<file path="src/pkg/vsp_pkg.sv">
// Function
// - horizontal sync ends at a 10-bit pixel position, reset value 040h.
// - new horizontal sync end applies only when its upper byte is written.
// - written positions survive standard changes; reset restores defaults.
// - vertical sync starts on a 10-bit line; default 004h (525) or 001h (625).
// - vertical sync ends on a 10-bit line; default 007h (525) or 004h (625).
// - vertical blank begins on a 10-bit line; default 001h (525), 26Fh (625).
// - vertical blank ends on a 10-bit line; default 015h (525), 017h (625).
// - signed 8-bit line shift moves both embedded field and vertical flags.
// - second signed 8-bit shift moves field flag relative to vertical flag.
// - both embedded flag shifts act only on standard line counts.
// - horizontal sync starts at a 10-bit pixel position, default zero.
package vsp_pkg;

    ////////////////////////////////////////////////////////////////////////
    // subaddresses of the position register pairs, low byte first
    localparam int          NUM_POS = 6;
    localparam logic [7:0]  POS_LO_ADDR [NUM_POS] = '{
        8'h1A, 8'h1C, 8'h1E, 8'h20, 8'h22, 8'h24};
    localparam logic [7:0]  ADDR_FLAG_SHIFT  = 8'h26;
    localparam logic [7:0]  ADDR_FIELD_SHIFT = 8'h27;

    // index of each position inside the arrays
    localparam int          POS_HS_START = 0;
    localparam int          POS_HS_END   = 1;
    localparam int          POS_VS_FIRST = 2;
    localparam int          POS_VS_LAST  = 3;
    localparam int          POS_BL_FIRST = 4;
    localparam int          POS_BL_LAST  = 5;

    // defaults for 525-line and 625-line video
    localparam logic [9:0]  POS_DEF_525 [NUM_POS] = '{
        10'h000, 10'h040, 10'h004, 10'h007, 10'h001, 10'h015};
    localparam logic [9:0]  POS_DEF_625 [NUM_POS] = '{
        10'h000, 10'h040, 10'h001, 10'h004, 10'h26F, 10'h017};
    localparam logic [7:0]  SHIFT_RST = 8'h00;

    // field layout of a position pair
    localparam int          POS_W    = 10;
    localparam int          HI_BITS  = 2;

    ////////////////////////////////////////////////////////////////////////
    // frame lengths and standard embedded flag windows [first, last)
    localparam logic [9:0]  LINES_525     = 10'h20D;
    localparam logic [9:0]  LINES_625     = 10'h271;
    localparam logic [9:0]  V1_525_FIRST  = 10'h001;
    localparam logic [9:0]  V1_525_LAST   = 10'h014;
    localparam logic [9:0]  V2_525_FIRST  = 10'h108;
    localparam logic [9:0]  V2_525_LAST   = 10'h11B;
    localparam logic [9:0]  F0_525_FIRST  = 10'h004;
    localparam logic [9:0]  F0_525_LAST   = 10'h10A;
    localparam logic [9:0]  V1_625_FIRST  = 10'h270;
    localparam logic [9:0]  V1_625_LAST   = 10'h017;
    localparam logic [9:0]  V2_625_FIRST  = 10'h137;
    localparam logic [9:0]  V2_625_LAST   = 10'h150;
    localparam logic [9:0]  F1_625_FIRST  = 10'h139;
    localparam logic [9:0]  F1_625_LAST   = 10'h272;
    localparam logic [9:0]  FIRST_LINE    = 10'h001;
    localparam logic [9:0]  CNT_MAX       = 10'h3FF;

endpackage

</file>
<file path="src/rtl/vsp_pos_reg.sv">
`timescale 1ns/10ps
// one 10-bit position held as a low/high subaddress pair
module vsp_pos_reg #(
    parameter logic [9:0] DEF_525 = 10'h000,
    parameter logic [9:0] DEF_625 = 10'h000
) (
    // clock and reset
    input  wire logic       ref_clk,
    input  wire logic       sys_rst,
    // write strobes and data
    input  wire logic       lo_wr,
    input  wire logic       hi_wr,
    input  wire logic [7:0] wdata,
    // current standard
    input  wire logic       std_625,
    // position in force
    output logic      [9:0] pos
);

    logic [7:0] shadow_q;
    logic [9:0] val_q;
    logic       set_q;

    // low byte only lands in the shadow, so comparators never see half
    always_ff @(posedge ref_clk) begin
        if (sys_rst) begin
            shadow_q <= 8'h00;
        end else if (lo_wr) begin
            shadow_q <= wdata;
        end
    end

    // commit on the upper byte; set flag pins the value until reset
    always_ff @(posedge ref_clk) begin
        if (sys_rst) begin
            val_q <= 10'h000;
            set_q <= 1'b0;
        end else if (hi_wr) begin
            val_q <= {wdata[vsp_pkg::HI_BITS-1:0], shadow_q};
            set_q <= 1'b1;
        end
    end

    // untouched positions follow the standard, touched ones do not
    assign pos = set_q ? val_q : (std_625 ? DEF_625 : DEF_525);
endmodule

</file>
<file path="src/rtl/vsp_sync_timing.sv">
`timescale 1ns/10ps
// programmable sync positions and embedded flag placement
module vsp_sync_timing (
    // clock and reset
    input  wire logic       ref_clk,
    input  wire logic       sys_rst,
    // subaddressed register port
    input  wire logic       reg_wr_en,
    input  wire logic       reg_rd_en,
    input  wire logic [7:0] reg_subaddr,
    input  wire logic [7:0] reg_wdata,
    output logic      [7:0] reg_rdata,
    // line-locked reference from the decoder core
    input  wire logic       std_625,
    input  wire logic       lines_std,
    input  wire logic       line_tick,
    input  wire logic       frame_tick,
    // sync timing to the video processor
    output logic            hsync_out,
    output logic            vsync_out,
    output logic            vertical_blank_window,
    output logic            emb_v_flag,
    output logic            emb_f_flag
);

    ////////////////////////////////////////////////////////////////////////
    // wrap-aware window test, [first, last)
    function automatic logic in_win(input logic [9:0] p,
                                    input logic [9:0] first,
                                    input logic [9:0] last);
        in_win = (first <= last) ? (p >= first && p < last)
                                 : (p >= first || p < last);
    endfunction

    // line moved back by a signed offset, folded into 1..frame length
    function automatic logic [9:0] shift_line(input logic [9:0] line,
                                              input logic signed [8:0] off,
                                              input logic [9:0] tot);
        logic signed [11:0] t;
        t = $signed({2'b00, line}) - 12'(off);
        if (t < 12'sd1) begin
            t = t + $signed({2'b00, tot});
        end else if (t > $signed({2'b00, tot})) begin
            t = t - $signed({2'b00, tot});
        end
        shift_line = t[9:0];
    endfunction

    ////////////////////////////////////////////////////////////////////////
    // position register pairs
    logic [9:0] pos     [vsp_pkg::NUM_POS];
    logic [7:0] rd_part [vsp_pkg::NUM_POS];

    genvar gi;
    generate
        for (gi = 0; gi < vsp_pkg::NUM_POS; gi++) begin : g_pos
            wire logic [7:0] lo_addr = vsp_pkg::POS_LO_ADDR[gi];
            wire logic       hit_lo  = (reg_subaddr == lo_addr);
            wire logic       hit_hi  = (reg_subaddr == 8'(lo_addr + 8'h01));

            vsp_pos_reg #(
                .DEF_525 (vsp_pkg::POS_DEF_525[gi]),
                .DEF_625 (vsp_pkg::POS_DEF_625[gi])
            ) u_pos (
                .ref_clk (ref_clk),
                .sys_rst (sys_rst),
                .lo_wr   (reg_wr_en && hit_lo),
                .hi_wr   (reg_wr_en && hit_hi),
                .wdata   (reg_wdata),
                .std_625 (std_625),
                .pos     (pos[gi])
            );

            // reserved upper bits read as zero
            assign rd_part[gi] = hit_lo ? pos[gi][7:0]
                               : hit_hi ? {6'h00, pos[gi][9:8]}
                               : 8'h00;
        end
    endgenerate

    ////////////////////////////////////////////////////////////////////////
    // embedded flag shifts, single-byte registers
    logic [7:0] flag_shift_q;
    logic [7:0] field_shift_q;

    wire logic hit_flag  = (reg_subaddr == vsp_pkg::ADDR_FLAG_SHIFT);
    wire logic hit_field = (reg_subaddr == vsp_pkg::ADDR_FIELD_SHIFT);

    // only reset or a write of 00h brings these back to zero
    always_ff @(posedge ref_clk) begin
        if (sys_rst) begin
            flag_shift_q  <= vsp_pkg::SHIFT_RST;
            field_shift_q <= vsp_pkg::SHIFT_RST;
        end else if (reg_wr_en && hit_flag) begin
            flag_shift_q  <= reg_wdata;
        end else if (reg_wr_en && hit_field) begin
            field_shift_q <= reg_wdata;
        end
    end

    ////////////////////////////////////////////////////////////////////////
    // readback, one cycle after the read strobe; unmapped reads give zero
    logic [7:0] rd_pos;
    always_comb begin
        rd_pos = 8'h00;
        for (int i = 0; i < vsp_pkg::NUM_POS; i++) begin
            rd_pos = rd_pos | rd_part[i];
        end
    end

    wire logic [7:0] rd_mux = hit_flag  ? flag_shift_q
                            : hit_field ? field_shift_q
                            : rd_pos;

    logic [7:0] rdata_q;
    always_ff @(posedge ref_clk) begin
        if (sys_rst) begin
            rdata_q <= 8'h00;
        end else if (reg_rd_en) begin
            rdata_q <= rd_mux;
        end
    end
    assign reg_rdata = rdata_q;

    ////////////////////////////////////////////////////////////////////////
    // pixel and line counters; pixel 0 follows the line tick
    logic [9:0] pix_q;
    logic [9:0] line_q;

    wire logic [9:0] pix_d  = line_tick ? 10'h000
                            : (pix_q == vsp_pkg::CNT_MAX) ? pix_q
                            : 10'(pix_q + 10'h001);
    wire logic [9:0] line_d = (line_tick && frame_tick) ? vsp_pkg::FIRST_LINE
                            : (line_tick && line_q != vsp_pkg::CNT_MAX)
                              ? 10'(line_q + 10'h001)
                            : line_q;

    // counters saturate so a lost tick cannot wrap into a false sync
    always_ff @(posedge ref_clk) begin
        if (sys_rst) begin
            pix_q  <= 10'h000;
            line_q <= vsp_pkg::FIRST_LINE;
        end else begin
            pix_q  <= pix_d;
            line_q <= line_d;
        end
    end

    ////////////////////////////////////////////////////////////////////////
    // sync and blank windows from the positions in force
    wire logic hs_d = in_win(pix_q, pos[vsp_pkg::POS_HS_START],
                             pos[vsp_pkg::POS_HS_END]);
    wire logic vs_d = in_win(line_q, pos[vsp_pkg::POS_VS_FIRST],
                             pos[vsp_pkg::POS_VS_LAST]);
    wire logic bl_d = in_win(line_q, pos[vsp_pkg::POS_BL_FIRST],
                             pos[vsp_pkg::POS_BL_LAST]);

    ////////////////////////////////////////////////////////////////////////
    // embedded flags: shifts ignored on nonstandard line counts
    wire logic [9:0]        tot     = std_625 ? vsp_pkg::LINES_625
                                              : vsp_pkg::LINES_525;
    wire logic signed [8:0] v_off   = lines_std
                                      ? 9'($signed(flag_shift_q))
                                      : 9'sd0;
    wire logic signed [8:0] f_off   = lines_std
                                      ? 9'($signed(flag_shift_q))
                                        + 9'($signed(field_shift_q))
                                      : 9'sd0;
    wire logic [9:0]        v_fold  = shift_line(line_q, v_off, tot);
    wire logic [9:0]        f_fold  = shift_line(line_q, f_off, tot);
    // no fold on nonstandard frames: a line past the nominal length
    // must not be wrapped onto the standard flag windows
    wire logic [9:0]        v_line  = lines_std ? v_fold : line_q;
    wire logic [9:0]        f_line  = lines_std ? f_fold : line_q;

    wire logic ev_525 = in_win(v_line, vsp_pkg::V1_525_FIRST,
                               vsp_pkg::V1_525_LAST)
                     || in_win(v_line, vsp_pkg::V2_525_FIRST,
                               vsp_pkg::V2_525_LAST);
    wire logic ev_625 = in_win(v_line, vsp_pkg::V1_625_FIRST,
                               vsp_pkg::V1_625_LAST)
                     || in_win(v_line, vsp_pkg::V2_625_FIRST,
                               vsp_pkg::V2_625_LAST);
    wire logic ef_525 = !in_win(f_line, vsp_pkg::F0_525_FIRST,
                                vsp_pkg::F0_525_LAST);
    wire logic ef_625 = in_win(f_line, vsp_pkg::F1_625_FIRST,
                               vsp_pkg::F1_625_LAST);
    wire logic ev_d   = std_625 ? ev_625 : ev_525;
    wire logic ef_d   = std_625 ? ef_625 : ef_525;

    ////////////////////////////////////////////////////////////////////////
    // output flops, one cycle behind the counters
    logic hs_q;
    logic vs_q;
    logic bl_q;
    logic ev_q;
    logic ef_q;
    always_ff @(posedge ref_clk) begin
        if (sys_rst) begin
            hs_q <= 1'b0;
            vs_q <= 1'b0;
            bl_q <= 1'b0;
            ev_q <= 1'b0;
            ef_q <= 1'b0;
        end else begin
            hs_q <= hs_d;
            vs_q <= vs_d;
            bl_q <= bl_d;
            ev_q <= ev_d;
            ef_q <= ef_d;
        end
    end

    assign hsync_out             = hs_q;
    assign vsync_out             = vs_q;
    assign vertical_blank_window = bl_q;
    assign emb_v_flag            = ev_q;
    assign emb_f_flag            = ef_q;
endmodule

</file>
<file path="config.mk">
export PLATFORM = sky130hd
export DESIGN_NAME = vsp_sync_timing
export DESIGN_NICKNAME = d
export VERILOG_FILES = /design/src/pkg/vsp_pkg.sv /design/src/rtl/vsp_pos_reg.sv /design/src/rtl/vsp_sync_timing.sv
export SDC_FILE = /design/constraint.sdc
export NUM_CORES = 1
export LEC_CHECK = 0
export BUFFER_PORTS_ARGS = -buffer_cell sky130_fd_sc_hd__buf_2
export CORE_MARGIN = 1.5
export CORE_UTILIZATION = 60
export CTS_CLUSTER_SIZE = 8
export DETAILED_ROUTE_END_ITERATION = 16
export PLACE_DENSITY = 0.77
export SLEW_MARGIN = 20
export SYNTH_ARGS = -nofsm -noshare
export SYNTH_HDL_FRONTEND = slang
export SYNTH_SLANG_ARGS = --single-unit
</file>
<file path="constraint.sdc">
create_clock -name ref_clk -period 12.7 [get_ports ref_clk]
set_input_delay 2.54 -clock ref_clk [delete_from_list [all_inputs] [get_ports ref_clk]]
set_output_delay 2.54 -clock ref_clk [all_outputs]
set_load 0.005 [all_outputs]
</file>
==> metrics.md, run 1 <==
| Metric | Value |
|---|---|
| DIE AREA | 22220 um2 |
| Fin area | 13700 um2 |
| First DRT Iteration DRCs | 1048 |
| Vias per cell | 6.383 |
| Number of synthesized flops with an enable pin | 0 |
| Warnings from Yosys | 0 |
| Vias post-DR | 12204 |
| Worst-Margin Slew | 818.8 ps |
| Die H | 149.1 um |
| Period utilisation layout | 62.77% |
| Syn Area/Cell | 7.823 um2 |
| Setup CP Type | in2reg |
| Highest clock rate | 125.4 MHz |
| Post-synth top flop | dfxtp_1 |
| ANT cells | 0 |
| Most area-hungry cell type in the Yosys netlist | dfxtp_1 |
| Root buffer cell | clkbuf_16 |
| Detailed Route WL | 37.72 mm |
| Worst R2R Start | flag_shift_q[0] |
| Clk buf depth | 2 |
| Crit end category | flip-flop |
| Post-Syn Area | 12800 um2 |
| Detail Route Antenna Nets | 0 |
| # H-tree levels | 4 |
| Crit-path max FO | 47 |
| Die width | 149.1 um |
| Crit path cell chain | buf_2 -> and2_1 -> ha_1 -> inv_1 -> fa_1 -> a211oi_2 -> o21ai_1 -> a21oi_1 -> xnor2_1 -> ha_1 -> or2_2 -> o41ai_1 -> a21o_1 -> a21oi_1 -> o221a_2 -> o21ai_0 -> a41oi_1 -> or2_2 -> a211oi_1 -> o31ai_1 |
| Global-route usage over all layers | 34.10% |
| Initial antenna violation count | 0 |
| Min Hold Slack | 454.3 ps |
| CTS Buf Count | 17 |
| Core Footprint | 20960 um2 |
| Share of layout cells above drive strength 1 | 6.964% |
| Reg clk slew, reported paths | 70 ps |
| Hold path startpoint | g_pos[2].u_pos.shadow_q[0] |
| Yosys top cell area share | 25.50% |
| Hold Crit Class | reg2reg |
| CP max stage delay | 610 ps |
| CP required | 13010 ps |
| Clk Latency, worst-skew pair | 440 ps |
| Pwr Total | 1.289 mW |
| Hold-fix buffers, CTS | 0 |
| First-pass GRT wire length | 59.79 mm |
| Gate Count Post-Synth | 1636 |
| Remaining Overflow, GRT | 0 |
| Post-Place Cell Area | 13120 um2 |
| Worst-case vdd ir drop | 0.00009503 V |
| Critical Path Start Type | input pin |
| Clk sinks | 163 |
| Post-CTS Setup Inserts | 0 |
| Maxcap violations | 0 |
| Initial Utilization | 61.08% |
| Rel. slew slack | 45.25% |
| Flop-to-flop setup slack | 6780 ps |
| Fillers | 1813 |
| Final GP Congestion | 0.9945 |
| Unrepaired setup endpoints after global routing | false |
| Clk_skew | 13.62 ps |
| First-pass DRT Iterations | 7 |
| Final setup vio count | 0 |
| Final net count | 1799 |
| Wire length per cell | 19.73 um |
| Setup TNS Final | 0 ps |
| Min cycle time layout | 7972 ps |
| Most frequent cells in the layout | nand2_1, dfxtp_1, a21oi_1 |
| Std cell rows | 53 |
| Largest net degree at the start of global routing | 77 |
| Syn_nets | 1811 |
| IO Pins | 37 |
| DP Wirelength | 27.96 mm |
| Via count of the first global-routing pass | 11289 |
| Final hold viol count | 0 |
| Status | finished clean |
| Top area cells in the synthesized netlist | dfxtp_1, ha_1, a21oi_1 |
| Reg2Reg Capture Point | emb_f_flag |
| Worst Path Arrival | 8280 ps |
| Asr flop ratio synth | 0% |
| Fin. max-slew vios | 0 |
| Synth Register Bits | 163 |
| Synth unique cells | 87 |
| TritonCTS clock tree | built |
| Commonest non-fill, non-tap cell in the layout | nand2_1 |
| WHS Endpoint | g_pos[2].u_pos.shadow_q[0] |
| Slowest CP cell | buf_2 |
| Hold depth | 2 |
| Sequential share of the synthesized area | 25.50% |
| PwrDens | 94.07 nW/um2 |
| Leakage power total | 6.023 nW |
| DRC viols | 0 |
| R2R depth | 25 |
| Post-cts sizing count | 0 |
| Port-buffer cells | 36 |
| Area grow syn2layout | 7.068% |
synthesized netlist by cell type (all sizes together), types with 16 or more instances:
| library cell | instances |
|---|---|
| nand3 | 86 |
| buf | 20 |
| xnor2 | 28 |
| inv | 80 |
| dfxtp | 163 |
| clkbuf | 61 |
| nor2 | 153 |
| a211oi | 23 |
| xor2 | 17 |
| nand2b | 17 |
| o211ai | 16 |
| o21a | 40 |
| a21oi | 157 |
| mux2i | 68 |
| o21ai | 35 |
| nand2 | 202 |
| nand4 | 19 |
| a21o | 55 |
| ha | 148 |
| nor3 | 25 |
per-layer routing:
layer	up-vias	global-route usage (%)	wire length [um]
li1	5929	-	-
met1	5722	44.56	16380
met2	456	56.83	17720
met3	97	4.465	2253
met4	0	13.66	1363
met5	-	0	0
kinds of logic (layout without fill, tap and decap cells):
group	after synthesis	after routing	share of synthesized area, %
mux	69	69	5.406
buf+inv	163	164	4.947
fa+ha+maj	152	152	15.02
compound gates	463	463	25.05
simple gates	581	581	21.01
flops	163	163	25.50
xor+xnor	45	45	3.079
sequential cells by signal (all words and copies together) (netlist names):
| signal | count |
|---|---|
| line_q | 10 |
| field_shift_q | 8 |
| g_pos.u_pos.shadow_q | 48 |
| emb_v_flag | 1 |
| reg_rdata | 8 |
| emb_f_flag | 1 |
| g_pos.u_pos.val_q | 60 |
| vsync_out | 1 |
| pix_q | 10 |
| g_pos.u_pos.set_q | 6 |
| vertical_blank_window | 1 |
| hsync_out | 1 |
| flag_shift_q | 8 |
critical path: cells and delay by family:
| family | cells | cell delay, ps |
|---|---|---|
| compound gates | 11 | 2940 |
| fa+ha+maj | 3 | 960 |
| simple gates | 3 | 850 |
| buf+inv | 2 | 680 |
| xor+xnor | 1 | 290 |
final cells by class:
| cell class | count | area, um2 | area share, % |
|---|---|---|---|
| flip-flops and latches | 163 | 3263 | 23.81 |
| clock buffers | 18 | 429.2 | 3.132 |
| well taps | 275 | 344.1 | 2.511 |
| repair buffers | 50 | 287.8 | 2.100 |
| clock inverters | 14 | 152.6 | 1.114 |
| inverters | 82 | 307.8 | 2.246 |
| multi-input cells | 1310 | 8919 | 65.08 |
worst max-delay path by stage:
stage                         start          to  slack (ps)  cells after the start
after floorplan           lines_std  emb_v_flag        4600                     25
after global placement    lines_std  emb_v_flag        4490                     20
after detailed placement  lines_std  emb_v_flag        4400                     20
after CTS                 lines_std  emb_v_flag        4850                     20
after global routing      lines_std  emb_v_flag        4150                     20
final                     lines_std  emb_v_flag        4730                     20
per-stage QoR:
| stage | instances | util [%] | setup slack [ps] |
|---|---|---|---|
| 6_report | 1912 | 65.39 | 4728 |
| 5_1_grt | 1912 | 65.39 | 4147 |
| 4_1_cts | 1912 | 65.36 | 4845 |
| 3_5_place_dp | 1880 | 62.59 | 4405 |
| 3_3_place_gp | 1880 | 62.59 | 4494 |
| 2_1_floorplan | 1636 | - | 4598 |
where the power goes:
group          switching, mW  internal (mW)  leakage (nW)  total, mW
Clock                  0.248          0.265         0.287      0.512
Combinational          0.162         0.0949          4.42      0.257
Sequential           0.00445          0.515          1.32      0.520
Total                  0.414          0.875          6.02       1.29
Power figures use the tool's default switching activity.
==> inputs of run 2 (changes only) <==
clock period = 8.2 ns   (was 12.7 ns; I/O delays follow)
==> run 2 against run 1 <==
Compared with the run above:
- combinational power is 55% higher
- wire length is 0.12% higher
- clock skew is 3.2 ps higher
- sequential cell count stayed put
- utilization is 0.13 points higher
- largest power group unchanged
- highest routed layer unchanged
==> metrics.md, run 2 (synthesis results as in run 1) <==
| Metric | Value |
|---|---|
| Root buffer cell | clkbuf_16 |
| Crit end category | flip-flop |
| Share of layout cells above drive strength 1 | 7.252% |
| ANT cells | 0 |
| Biggest regs | g_pos.u_pos.val_q x60, g_pos.u_pos.shadow_q x48 |
| Largest net degree at the start of global routing | 85 |
| Fin util | 65.52% |
| TritonCTS clock tree | built |
| DRC viols | 0 |
| Area grow syn2layout | 7.283% |
| Register area | 3263 um2 |
| DP Wirelength | 27.96 mm |
| Worst-Margin Slew | 908.4 ps |
| Hold depth | 2 |
| Initial antenna violation count | 0 |
| Clk Latency, worst-skew pair | 440 ps |
| # H-tree levels | 4 |
| CP required | 8510 ps |
| R2R depth | 25 |
| Final hold viol count | 0 |
| Critical Path Start Type | input pin |
| Commonest non-fill, non-tap cell in the layout | nand2_1 |
| Port-buffer cells | 36 |
| Std cell rows | 53 |
| Period utilisation layout | 79.24% |
| Setup CP Type | in2reg |
| Die H | 149.1 um |
| Unrepaired setup endpoints after global routing | false |
| Leakage power total | 6.039 nW |
| CTS Buf Count | 17 |
| Global-route usage over all layers | 33.85% |
| Vias per cell | 6.378 |
| Initial Utilization | 61.08% |
| DIE AREA | 22220 um2 |
| Clk_skew | 16.82 ps |
| Fin. max-slew vios | 0 |
| Status | finished clean |
| Min cycle time layout | 6498 ps |
| Area occupied by multi-input gates | 8919 um2 |
| Post-CTS Setup Inserts | 0 |
| Hold-fix buffers, CTS | 0 |
| Final GP Congestion | 0.9859 |
| Reg with most FFs | g_pos.u_pos.val_q |
| Worst-case vdd ir drop | 0.0001298 V |
| Clk buf depth | 2 |
| IO Pins | 37 |
| Maxcap violations | 0 |
| Post-cts sizing count | 0 |
| Vias post-DR | 12220 |
| Detailed Route WL | 37.77 mm |
| Remaining Overflow, GRT | 0 |
| Clk sinks | 163 |
| Worst Path Arrival | 6810 ps |
| First DRT Iteration DRCs | 908 |
| Hold Crit Class | reg2reg |
| Core Footprint | 20960 um2 |
| Setup TNS Final | 0 ps |
| Final setup vio count | 0 |
| Rel. slew slack | 39.26% |
| First-pass DRT Iterations | 5 |
| Wire length per cell | 19.71 um |
| Crit-path max FO | 13 |
| Number of flip-flops in the largest register | 60 |
| Die width | 149.1 um |
| Detail Route Antenna Nets | 0 |
| Highest clock rate | 153.9 MHz |
| Fillers | 1829 |
| Via count of the first global-routing pass | 11256 |
| Most frequent cells in the layout | nand2_1, dfxtp_1, a21oi_1 |
| Final net count | 1803 |
| PwrDens | 145.5 nW/um2 |
| First-pass GRT wire length | 59.04 mm |
| Reg clk slew, reported paths | 80 ps |
-- run 2: changes by cell type in the layout (fill, tap and decap cells not counted), sizes merged --
cell      before  now
clkinvlp       0    1
buf           50   54
clkbuf        18   17
-- run 2: worst paths after layout --
| path | start | to | slack [ps] |
|---|---|---|---|
| min | g_pos[4].u_pos.shadow_q[7] | g_pos[4].u_pos.val_q[7] | 450 |
| max reg2reg | flag_shift_q[0] | emb_f_flag | 2350 |
| max | lines_std | emb_v_flag | 1700 |
| min reg2reg | g_pos[4].u_pos.shadow_q[7] | g_pos[4].u_pos.val_q[7] | 450 |
-- run 2: stage by stage --
step	std cells	area, um2	hold WS, ps	power [mW]	setup WS [ps]
after floorplan	1636	12800	431.2	1.110	998.2
after global placement	1884	13150	437.5	1.208	1502
after detailed placement	1884	13150	443.5	1.211	1359
after CTS	1916	13720	452.0	1.995	1799
after global routing	1916	13730	471.2	2.066	1288
final	1916	13730	449.0	1.997	1702
-- run 2: worst max-delay path, cell delays in order --
cell and delay, ps:
buf_2 180, and2_1 150, ha_1 160, inv_1 70, fa_1 410, a211oi_2 330
o21ai_1 180, a21oi_1 200, xnor2_1 270, ha_1 380, or2_2 330, o41ai_1 430
a21o_1 450, a21oi_1 220, o221a_2 320, o21ai_0 290, a41oi_1 180, or2_2 300
a211oi_1 210, o31ai_1 110
-- run 2: area by class of cell --
cell class                      count  share of cell area (%)
Timing Repair Buffer               54                   2.315
Clock inverter                     15                   1.121
Sequential cell                   163                   23.77
Inverter                           82                   2.242
Clock buffer                       17                   3.098
Multi-Input combinational cell   1310                   64.95
Tap cell                          275                   2.506
-- run 2: metal layers --
metal | GRT usage (%) | vias up | wire length, um
met2 | 57.80 | 477 | 17920
met5 | 0 | - | 0
met4 | 12.08 | 0 | 1119
met1 | 43.32 | 5727 | 16150
met3 | 4.954 | 79 | 2580
li1 | - | 5937 | -
-- run 2: report_power, final --
group | switching, mW | internal (mW)
registers | 0.00708 | 0.798
clock network | 0.386 | 0.408
logic | 0.250 | 0.148
total | 0.643 | 1.35
